==> config.mk <==
export PLATFORM = sky130hd
export DESIGN_NAME = cteu_trap_unit
export DESIGN_NICKNAME = d
export VERILOG_FILES = /design/src/cteu_cause_sel.v /design/src/cteu_prio_regs.v /design/src/cteu_trap_unit.v
export VERILOG_INCLUDE_DIRS = /design/src
export SDC_FILE = /design/constraint.sdc
export NUM_CORES = 2
export LEC_CHECK = 0
export BUFFER_PORTS_ARGS = -buffer_cell sky130_fd_sc_hd__buf_2
export CORE_MARGIN = 2
export CORE_UTILIZATION = 40
export DETAILED_ROUTE_END_ITERATION = 7
export GPL_TIMING_DRIVEN = 0
export MAX_ROUTING_LAYER = met4
export PLACE_DENSITY = 0.55
export SKIP_LAST_GASP = 1
export SLEW_MARGIN = 20
export SYNTH_ARGS = -nofsm -noshare
export SYNTH_HDL_FRONTEND = slang
export SYNTH_SLANG_ARGS = --single-unit
export TNS_END_PERCENT = 1
==> constraint.sdc <==
create_clock -name clk -period 13.95 [get_ports clk]
set_input_delay 0.6975 -clock clk [delete_from_list [all_inputs] [get_ports clk]]
set_output_delay 0.6975 -clock clk [all_outputs]
set_load 0.05 [all_outputs]
==> src/cteu_consts.vh <==
`ifndef CTEU_CONSTS_VH
`define CTEU_CONSTS_VH
// trap cause bit positions in status and enables
`define CTEU_BIT_BREAK      4'h0
`define CTEU_BIT_INTFAULT   4'h1
`define CTEU_BIT_OVERFLOW   4'h2
`define CTEU_BIT_INVALID    4'h3
`define CTEU_BIT_RD_ICPT    4'h4
`define CTEU_BIT_WR_ICPT    4'h5
`define CTEU_BIT_LOCAL_CH   4'h6
`define CTEU_BIT_REMOTE_CH  4'h7
`define CTEU_BIT_TIMER      4'h8
`define CTEU_BIT_TSLICE     4'h9
`define CTEU_BIT_RUN        4'hA
`define CTEU_BIT_SIGNAL     4'hB
`define CTEU_BIT_PREEMPT    4'hC
`define CTEU_BIT_NOWORK     4'hD
`define CTEU_BIT_CAUSE      4'hF
// trap group codes
`define CTEU_GRP_BREAK      2'h0
`define CTEU_GRP_ERRORS     2'h1
`define CTEU_GRP_SYSOPS     2'h2
`define CTEU_GRP_SCHED      2'h3
// cause-to-group map, two bits per cause 0..13
`define CTEU_GROUP_MAP      28'hFFF_FA94
// reset values
`define CTEU_ENABLES_RST    16'h0000
`define CTEU_STATUS_RST     16'h0000
// handler-workspace word that receives the readied process pointer
`define CTEU_SCHED_WS_WORD  32'h0000_0000
`endif

==> src/cteu_cause_sel.v <==
`include "cteu_consts.vh"
// priority encoder: lowest-numbered pending cause wins, group looked up from map
module cteu_cause_sel (
	pending,
	any,
	cause,
	group
);
	input  wire [13:0] pending;
	output reg         any;
	output reg  [3:0]  cause;
	output reg  [1:0]  group;

	integer i;
	reg [27:0] map;

	always @* begin
		map   = `CTEU_GROUP_MAP;
		any   = 1'b0;
		cause = 4'h0;
		group = 2'h0;
		for (i = 13; i >= 0; i = i - 1) begin
			if (pending[i]) begin
				any   = 1'b1;
				cause = i[3:0];
				group = map[2*i +: 2];
			end
		end
	end
endmodule // cteu_cause_sel

==> src/cteu_prio_regs.v <==
`include "cteu_consts.vh"
// per-priority status and enables registers with trap entry/return and mask ops
module cteu_prio_regs (
	clk,
	sys_rst,
	take,
	take_bit,
	take_cause,
	handler_mask,
	handler_status,
	ret,
	ret_status,
	ret_enables,
	mask_set,
	mask_clr,
	mask_val,
	status_reg,
	enables_reg
);
	input  wire        clk;
	input  wire        sys_rst;
	input  wire        take;
	input  wire [15:0] take_bit;
	input  wire        take_cause;
	input  wire [15:0] handler_mask;
	input  wire [15:0] handler_status;
	input  wire        ret;
	input  wire [15:0] ret_status;
	input  wire [15:0] ret_enables;
	input  wire        mask_set;
	input  wire        mask_clr;
	input  wire [15:0] mask_val;
	output reg  [15:0] status_reg;
	output reg  [15:0] enables_reg;

	reg [15:0] status_next;
	reg [15:0] enables_next;

	always @* begin
		status_next  = status_reg;
		enables_next = enables_reg;
		if (ret) begin
			status_next  = ret_status & ~take_bit;
			enables_next = ret_enables;
		end
		if (mask_set)
			enables_next = enables_next | mask_val;
		if (mask_clr)
			enables_next = enables_next & ~mask_val;
		if (take) begin
			status_next  = handler_status;
			status_next  = status_next | take_bit;
			if (take_cause)
				status_next[15] = 1'b1;
			enables_next = enables_reg & handler_mask;
		end
		enables_next[15] = 1'b0;
		enables_next[14] = 1'b0;
	end

	always @(posedge clk or posedge sys_rst) begin
		if (sys_rst) begin
			status_reg  <= `CTEU_STATUS_RST;
			enables_reg <= `CTEU_ENABLES_RST;
		end else begin
			status_reg  <= status_next;
			enables_reg <= enables_next;
		end
	end
endmodule // cteu_prio_regs

==> src/cteu_trap_unit.v <==
`include "cteu_consts.vh"
module cteu_trap_unit (
	clk,
	sys_rst,
	cfg_halt_on_error,
	sw_error,
	error_clear,
	cur_prio,
	interruptible,
	breakpoint_instr,
	integer_fault,
	overflow,
	invalid_instruction,
	handler_read_intercept,
	handler_write_intercept,
	sched_prio,
	local_channel_sched,
	remote_channel_sched,
	timer_sched,
	timeslice_sched,
	run_sched,
	signal_sched,
	priority_preempt_event,
	no_work_event,
	ready_wptr,
	raise_fault,
	raise_group,
	instruction_pointer,
	workspace_pointer,
	hdl_wr,
	hdl_prio,
	hdl_group,
	hdl_instruction_pointer,
	hdl_wptr,
	hdl_status,
	hdl_enables,
	trap_return,
	mask_set,
	mask_clr,
	mask_prio,
	mask_val,
	error_output_pin,
	cpu_halted,
	trap_taken,
	trap_prio,
	trap_group,
	new_instruction_pointer,
	new_wptr,
	saved_instruction_pointer,
	saved_wptr,
	saved_status,
	saved_enables,
	sched_ws_wr,
	sched_ws_addr,
	sched_ws_data,
	mask_old,
	status_hi,
	status_lo,
	enables_hi,
	enables_lo
);
	input  wire        clk;
	input  wire        sys_rst;
	input  wire        cfg_halt_on_error;
	input  wire        sw_error;
	input  wire        error_clear;
	input  wire        cur_prio;
	input  wire        interruptible;
	input  wire        breakpoint_instr;
	input  wire        integer_fault;
	input  wire        overflow;
	input  wire        invalid_instruction;
	input  wire        handler_read_intercept;
	input  wire        handler_write_intercept;
	input  wire        sched_prio;
	input  wire        local_channel_sched;
	input  wire        remote_channel_sched;
	input  wire        timer_sched;
	input  wire        timeslice_sched;
	input  wire        run_sched;
	input  wire        signal_sched;
	input  wire        priority_preempt_event;
	input  wire        no_work_event;
	input  wire [31:0] ready_wptr;
	input  wire        raise_fault;
	input  wire [1:0]  raise_group;
	input  wire [31:0] instruction_pointer;
	input  wire [31:0] workspace_pointer;
	input  wire        hdl_wr;
	input  wire        hdl_prio;
	input  wire [1:0]  hdl_group;
	input  wire [31:0] hdl_instruction_pointer;
	input  wire [31:0] hdl_wptr;
	input  wire [15:0] hdl_status;
	input  wire [15:0] hdl_enables;
	input  wire        trap_return;
	input  wire        mask_set;
	input  wire        mask_clr;
	input  wire        mask_prio;
	input  wire [15:0] mask_val;
	output wire        error_output_pin;
	output wire        cpu_halted;
	output reg         trap_taken;
	output reg         trap_prio;
	output reg  [1:0]  trap_group;
	output reg  [31:0] new_instruction_pointer;
	output reg  [31:0] new_wptr;
	output reg  [31:0] saved_instruction_pointer;
	output reg  [31:0] saved_wptr;
	output reg  [15:0] saved_status;
	output reg  [15:0] saved_enables;
	output reg         sched_ws_wr;
	output reg  [31:0] sched_ws_addr;
	output reg  [31:0] sched_ws_data;
	output reg  [15:0] mask_old;
	output wire [15:0] status_hi;
	output wire [15:0] status_lo;
	output wire [15:0] enables_hi;
	output wire [15:0] enables_lo;

	localparam ST_RUN  = 2'b01;
	localparam ST_HALT = 2'b10;

	reg        error_reg;
	reg [1:0]  state_reg;
	reg [1:0]  state_next;
	// handler table: index = {prio, group}
	reg [31:0] h_instruction_pointer_mem   [0:7];
	reg [31:0] h_wptr_mem   [0:7];
	reg [15:0] h_status_mem [0:7];
	reg [15:0] h_enables_mem[0:7];
	// trapped process save area per priority
	reg [31:0] t_instruction_pointer_mem   [0:1];
	reg [31:0] t_wptr_mem   [0:1];
	reg [15:0] t_status_mem [0:1];
	reg [15:0] t_enables_mem[0:1];
	reg [15:0] pend_cur;
	reg [15:0] pend_sch;
	reg [15:0] pend_cause;
	reg [15:0] en_cur;
	reg [15:0] en_sch;
	reg [15:0] pend;
	reg        take_prio;
	reg [15:0] pend_sel;
	wire       sel_any;
	wire [3:0] sel_cause;
	wire [1:0] sel_group;
	reg        cause_flag;
	reg [1:0]  grp_fin;
	wire [2:0] hidx;
	reg [15:0] take_bit;
	reg [15:0] ret_bit_lo;
	reg [15:0] ret_bit_hi;
	reg        take_lo;
	reg        take_hi;
	reg [15:0] last_bit_lo;
	reg [15:0] last_bit_hi;
	integer    k;

	assign error_output_pin = error_reg;
	assign cpu_halted       = state_reg[1];

	always @(posedge clk or posedge sys_rst) begin
		if (sys_rst)
			error_reg <= 1'b0;
		else if (sw_error | (overflow & ~en_cur[`CTEU_BIT_OVERFLOW]))
			error_reg <= 1'b1;
		else if (error_clear)
			error_reg <= 1'b0;
	end

	always @* begin
		case (state_reg)
		ST_RUN:  state_next = (error_reg & cfg_halt_on_error) ? ST_HALT : ST_RUN;
		ST_HALT: state_next = error_reg ? ST_HALT : ST_RUN;
		default: state_next = ST_RUN;
		endcase
	end

	always @(posedge clk or posedge sys_rst) begin
		if (sys_rst)
			state_reg <= ST_RUN;
		else
			state_reg <= state_next;
	end

	always @* begin
		en_cur = cur_prio ? enables_lo : enables_hi;
		en_sch = sched_prio ? enables_lo : enables_hi;
		pend_cur = 16'h0000;
		pend_cur[`CTEU_BIT_BREAK]    = breakpoint_instr;
		pend_cur[`CTEU_BIT_INTFAULT] = integer_fault;
		pend_cur[`CTEU_BIT_OVERFLOW] = overflow;
		pend_cur[`CTEU_BIT_INVALID]  = invalid_instruction;
		pend_cur[`CTEU_BIT_RD_ICPT]  = handler_read_intercept;
		pend_cur[`CTEU_BIT_WR_ICPT]  = handler_write_intercept;
		pend_sch = 16'h0000;
		pend_sch[`CTEU_BIT_LOCAL_CH]  = local_channel_sched;
		pend_sch[`CTEU_BIT_REMOTE_CH] = remote_channel_sched;
		pend_sch[`CTEU_BIT_TIMER]     = timer_sched;
		pend_sch[`CTEU_BIT_TSLICE]    = timeslice_sched;
		pend_sch[`CTEU_BIT_RUN]       = run_sched;
		pend_sch[`CTEU_BIT_SIGNAL]    = signal_sched;
		pend_sch[`CTEU_BIT_PREEMPT]   = priority_preempt_event;
		pend_sch[`CTEU_BIT_NOWORK]    = no_work_event;
		// raise-fault sets the lowest enabled cause bit of the chosen group
		pend_cause = 16'h0000;
		for (k = 13; k >= 0; k = k - 1)
			if (((`CTEU_GROUP_MAP >> (2*k)) & 28'h3) == {26'h0, raise_group} && en_cur[k]) begin
				pend_cause = 16'h0000;
				pend_cause[k] = raise_fault;
			end
		// current-process traps take precedence over scheduler ones in the same cycle
		pend_cur = (pend_cur | pend_cause) & en_cur;
		pend_sch = pend_sch & en_sch;
		take_prio = (|pend_cur[13:0]) ? cur_prio : sched_prio;
		pend      = (|pend_cur[13:0]) ? pend_cur : pend_sch;
		pend_sel  = interruptible && state_reg == ST_RUN ? pend : 16'h0000;
		cause_flag = raise_fault && (|pend_cause) && (|pend_cur[13:0]);
	end

	cteu_cause_sel u_sel (
		.pending (pend_sel[13:0]),
		.any     (sel_any),
		.cause   (sel_cause),
		.group   (sel_group)
	);

	assign hidx = {take_prio, grp_fin};

	always @* begin
		grp_fin = cause_flag ? raise_group : sel_group;
		take_bit = 16'h0000;
		take_bit[sel_cause] = sel_any;
		take_hi = sel_any & ~take_prio;
		take_lo = sel_any & take_prio;
		ret_bit_hi = trap_return & ~cur_prio ? last_bit_hi : 16'h0000;
		ret_bit_lo = trap_return & cur_prio ? last_bit_lo : 16'h0000;
	end

	always @(posedge clk or posedge sys_rst) begin
		if (sys_rst) begin
			trap_taken    <= 1'b0;
			trap_prio     <= 1'b0;
			trap_group    <= 2'h0;
			new_instruction_pointer      <= 32'h0000_0000;
			new_wptr      <= 32'h0000_0000;
			saved_instruction_pointer    <= 32'h0000_0000;
			saved_wptr    <= 32'h0000_0000;
			saved_status  <= 16'h0000;
			saved_enables <= 16'h0000;
			sched_ws_wr   <= 1'b0;
			sched_ws_addr <= 32'h0000_0000;
			sched_ws_data <= 32'h0000_0000;
			mask_old      <= 16'h0000;
			last_bit_hi   <= 16'h0000;
			last_bit_lo   <= 16'h0000;
		end else begin
			trap_taken  <= sel_any;
			sched_ws_wr <= 1'b0;
			if (sel_any) begin
				trap_prio     <= take_prio;
				trap_group    <= grp_fin;
				new_instruction_pointer      <= h_instruction_pointer_mem[hidx];
				new_wptr      <= h_wptr_mem[hidx];
				saved_instruction_pointer    <= instruction_pointer;
				saved_wptr    <= workspace_pointer;
				saved_status  <= take_prio ? status_lo : status_hi;
				saved_enables <= take_prio ? enables_lo : enables_hi;
				if (take_prio)
					last_bit_lo <= take_bit;
				else
					last_bit_hi <= take_bit;
				if (grp_fin == `CTEU_GRP_SCHED && (|pend_sch[11:6]) && ~(|pend_cur[13:0])) begin
					sched_ws_wr   <= 1'b1;
					sched_ws_addr <= h_wptr_mem[hidx] + `CTEU_SCHED_WS_WORD;
					sched_ws_data <= ready_wptr;
				end
			end
			if (mask_set | mask_clr)
				mask_old <= mask_prio ? enables_lo : enables_hi;
		end
	end

	// handler and trapped-process stores are memories with no reset
	always @(posedge clk) begin
		if (hdl_wr) begin
			h_instruction_pointer_mem[{hdl_prio, hdl_group}]    <= hdl_instruction_pointer;
			h_wptr_mem[{hdl_prio, hdl_group}]    <= hdl_wptr;
			h_status_mem[{hdl_prio, hdl_group}]  <= hdl_status;
			h_enables_mem[{hdl_prio, hdl_group}] <= hdl_enables;
		end
		if (sel_any) begin
			t_instruction_pointer_mem[take_prio]    <= instruction_pointer;
			t_wptr_mem[take_prio]    <= workspace_pointer;
			t_status_mem[take_prio]  <= take_prio ? status_lo : status_hi;
			t_enables_mem[take_prio] <= take_prio ? enables_lo : enables_hi;
		end
	end

	cteu_prio_regs u_hi (
		.clk            (clk),
		.sys_rst        (sys_rst),
		.take           (take_hi),
		.take_bit       (take_bit),
		.take_cause     (cause_flag),
		.handler_mask   (h_enables_mem[hidx]),
		.handler_status (h_status_mem[hidx]),
		.ret            (trap_return & ~cur_prio),
		.ret_status     (t_status_mem[0] & ~ret_bit_hi),
		.ret_enables    (t_enables_mem[0]),
		.mask_set       (mask_set & ~mask_prio),
		.mask_clr       (mask_clr & ~mask_prio),
		.mask_val       (mask_val),
		.status_reg     (status_hi),
		.enables_reg    (enables_hi)
	);

	cteu_prio_regs u_lo (
		.clk            (clk),
		.sys_rst        (sys_rst),
		.take           (take_lo),
		.take_bit       (take_bit),
		.take_cause     (cause_flag),
		.handler_mask   (h_enables_mem[hidx]),
		.handler_status (h_status_mem[hidx]),
		.ret            (trap_return & cur_prio),
		.ret_status     (t_status_mem[1] & ~ret_bit_lo),
		.ret_enables    (t_enables_mem[1]),
		.mask_set       (mask_set & mask_prio),
		.mask_clr       (mask_clr & mask_prio),
		.mask_val       (mask_val),
		.status_reg     (status_lo),
		.enables_reg    (enables_lo)
	);
endmodule // cteu_trap_unit

==> key figures <==
Critical path
  – R2r setup slk: 8.62 ns
  – Reg-to-reg startpoint: u_lo.enables_reg[0]$_DFF_PP0_
  – CP Max Fanout: 10
  – CP Launch Type: flop
  – CP endpoint kind: flop
  – Crit path arrival time: 5.89 ns
  – Reg-to-Reg End: new_wptr[22]$_DFFE_PP0P_
  – CP Data Required Time: 14.52 ns
  – WS Path Type: flop to flop
  – Worst R2R Path Depth: 12

Timing
  – Final hold slack: 0.1569 ns
  – Clock Skews: 0.02943 ns
  – Minimum clock period: 5.327 ns
  – Worst-margin pin slew: 1.106 ns
  – Fin. max-slew vios: 0
  – Finish-stage setup viols: 0
  – Slew HR: 0.2566
  – Post-route clock period utilization: 0.3818
  – Fmax: 187.7 MHz
  – Final hold violations: 0
  – RSZ-0062 raised after global routing: false

Route
  – WL final: 143700 µm
  – Pre-antenna DRT Iters: 5
  – Routed Antenna Nets: 0
  – Via total after detailed routing: 30050
  – Drt initial violations: 2251
  – Routed vias/inst: 5.330
  – DRC viols: 0
  – WL/cell: 25.49 µm

Finish
  – Fraction of layout cells with a size suffix above 1: 0.2529
  – NumNets Final: 4238
  – Top Registers: h_instruction_pointer_mem (256), h_wptr_mem (256), h_status_mem (128)
  – Syn-to-layout area delta: 21.32%

Logic synthesis
  – Synth top area cells: edfxtp_1 (53%), dfrtp_1 (18%), mux2i_1 (7.2%), nand2_1 (6.1%), mux2_2 (1.7%)
  – Yosys reg bits: 1148
  – Proportion of netlist area held by the largest area contributor: 0.5281
  – Avg Cell Area, Syn: 14.18 µm²
  – Top-count cell post-synth: edfxtp_1
  – Commonest cells in the netlist: edfxtp_1 (812), nand2_1 (752), dfrtp_1 (335)
  – Synthesized area: 46170 µm²
  – Yosys cell types: 86
  – Register area share after synthesis: 0.7103
  – Primary FF master, synth: edfxtp_1
  – Post-synth ARST share: 0.2927
  – Synth warnings: 0
  – Area leader, netlist: edfxtp_1
  – Mapped Cells: 3255
  – Number of flops mapped to enable cells by yosys: 812

Place
  – Dpl hpwl: 102700 µm
  – PortBufs: 537
  – Routability congestion estimate: 0.9206

GRT
  – Gr ovfl total: 0
  – Total global-route track usage: 0.2477
  – Global-route wire length before repair: 205900 µm
  – Antenna violations before repair: 34
  – Largest net degree at the start of global routing: 99
  – Number of global-route vias before repair: 29280

Clock network
  – Worst-path clk slew: 0.07 ns
  – Longest Clk Path Bufs: 3
  – Htree depth: 3
  – Root buffer cell: clkbuf_16
  – Worst-skew pair later-pin latency: 0.73 ns
  – CTS tree: built
  – CTS Buf Count: 121
  – CTS Sinks: 1148

Worst hold path
  – Worst hold endpoint: saved_instruction_pointer[28]$_DFFE_PP0P_
  – Hold Path Origin: instruction_pointer[28]
  – Hold Path Depth: 3
  – Hold crit path type: input port to flop

Floorplan
  – Placeable Area: 114300 µm²
  – Die X: 343.7 µm
  – Row count: 124
  – Starting Density: 0.4038
  – IO Pins: 552
  – Die footprint: 118200 µm²
  – Chip height: 343.7 µm

Job
  – Max-Cap Viols: 0

Power and ir drop
  – Pwr Total: 12.89 mW
  – Peak VDD IR: 0.1311 mV
  – Static leakage: 22.05 nW
  – PwrDens: 230.2 nW/µm²

Run status
  – Status: completed
==> repair_timing <==
action | CTS | global route
resized for setup | 0 | 0
setup buffers | 0 | 0
hold buffers | 1 | 0
hold endpoints to repair | 40 | 0
==> worst max-delay path, stage by stage (launching register included) <==
cell       delay, ns
dfrtp_1         0.52
mux2i_1         0.54
o22ai_1         0.23
a2111oi_2       0.42
o211ai_1        0.25
and2_1          0.22
buf_2           0.16
o31ai_2         0.40
nand2_1         0.38
nor2_1          0.94
clkbuf_1        0.69
and3_1          0.33
o41ai_2         0.09
==> placed cells by master, fill, tap and decap left out, types with 18 or more instances in the layout <==
cell type	count
buf_12	18
o31ai_1	36
clkbuf_1	139
buf_2	593
a21oi_1	82
nor2_1	44
a22oi_1	28
mux2_2	71
edfxtp_1	812
a32o_1	32
o22ai_1	36
clkbuf_16	122
buf_4	51
nor3b_1	24
diode_2	22
dfrtp_1	335
a221oi_1	28
and3_1	65
nand2_1	752
a31o_2	24
buf_6	21
mux2i_1	330
buf_16	22
clkinv_2	18
a221o_1	34
a32oi_1	18
o21ai_0	47
==> worst max path at each step <==
stage,start,to,slack [ns],depth (start not counted)
2_1_floorplan,sys_rst,error_output_pin$_DFFE_PP0P_,3.94,1
3_3_place_gp,hdl_prio,h_enables_mem[0][5]$_DFFE_PP_,-2.22,3
3_5_place_dp,cur_prio,new_wptr[22]$_DFFE_PP0P_,8.32,13
4_1_cts,u_lo.enables_reg[0]$_DFF_PP0_,new_wptr[24]$_DFFE_PP0P_,8.61,12
5_1_grt,u_lo.enables_reg[0]$_DFF_PP0_,new_wptr[24]$_DFFE_PP0P_,8.31,12
6_report,u_lo.enables_reg[0]$_DFF_PP0_,new_wptr[22]$_DFFE_PP0P_,8.62,12
==> cells by family after synthesis <==
kind of cell,share of synthesized area
AO/OA/AOI/OAI,0.08193
buffers and inverters,0.02352
flip-flops,0.7103
multiplexers,0.09044
other,0.00008123
adder cells (fa/ha/maj),0.0005419
AND/OR/NAND/NOR,0.09320
==> power breakdown <==
group	internal (mW)	switching (mW)	leakage (nW)
clock	1.80	1.33	1.88
combinational	1.40	3.66	8.59
sequential	4.26	0.441	11.6
total	7.46	5.44	22.1
==> through the flow <==
stage / utilization / cells / TNS (ns) / area [µm²] / setup WS, ns
3_5_place_dp: 0.4555 / 5383 / 0 / 52080 / 8.321
3_3_place_gp: 0.4440 / 5311 / -905.31 / 50770 / -2.223
4_1_cts: 0.4894 / 5616 / 0 / 55950 / 8.613
6_report: 0.4898 / 5638 / 0 / 56010 / 8.623
2_1_floorplan: - / 3262 / 0 / 46190 / 3.944
5_1_grt: 0.4897 / 5631 / 0 / 55990 / 8.310
==> cell type report <==
type / count / area (µm²)
multi-input cells: 1900 / 12370
well taps: 1512 / 1892
flip-flops and latches: 1148 / 32790
diodes: 22 / 55.05
fillers: 10080 / 58330
repair buffers: 610 / 3934
clock inverters: 47 / 406.6
plain buffers: 200 / 1040
inverters: 14 / 60.06
clock buffers: 185 / 3460
==> routing by layer <==
layer / vias to the layer above / wire length, µm / track usage
met5: - / 0 / -
met4: 0 / 2567 / 0.05440
met3: 171 / 9893 / 0.04537
met2: 1001 / 69550 / 0.4009
met1: 15190 / 61690 / 0.3260
li1: 13690 / - / -
Power figures use the tool's default switching activity.
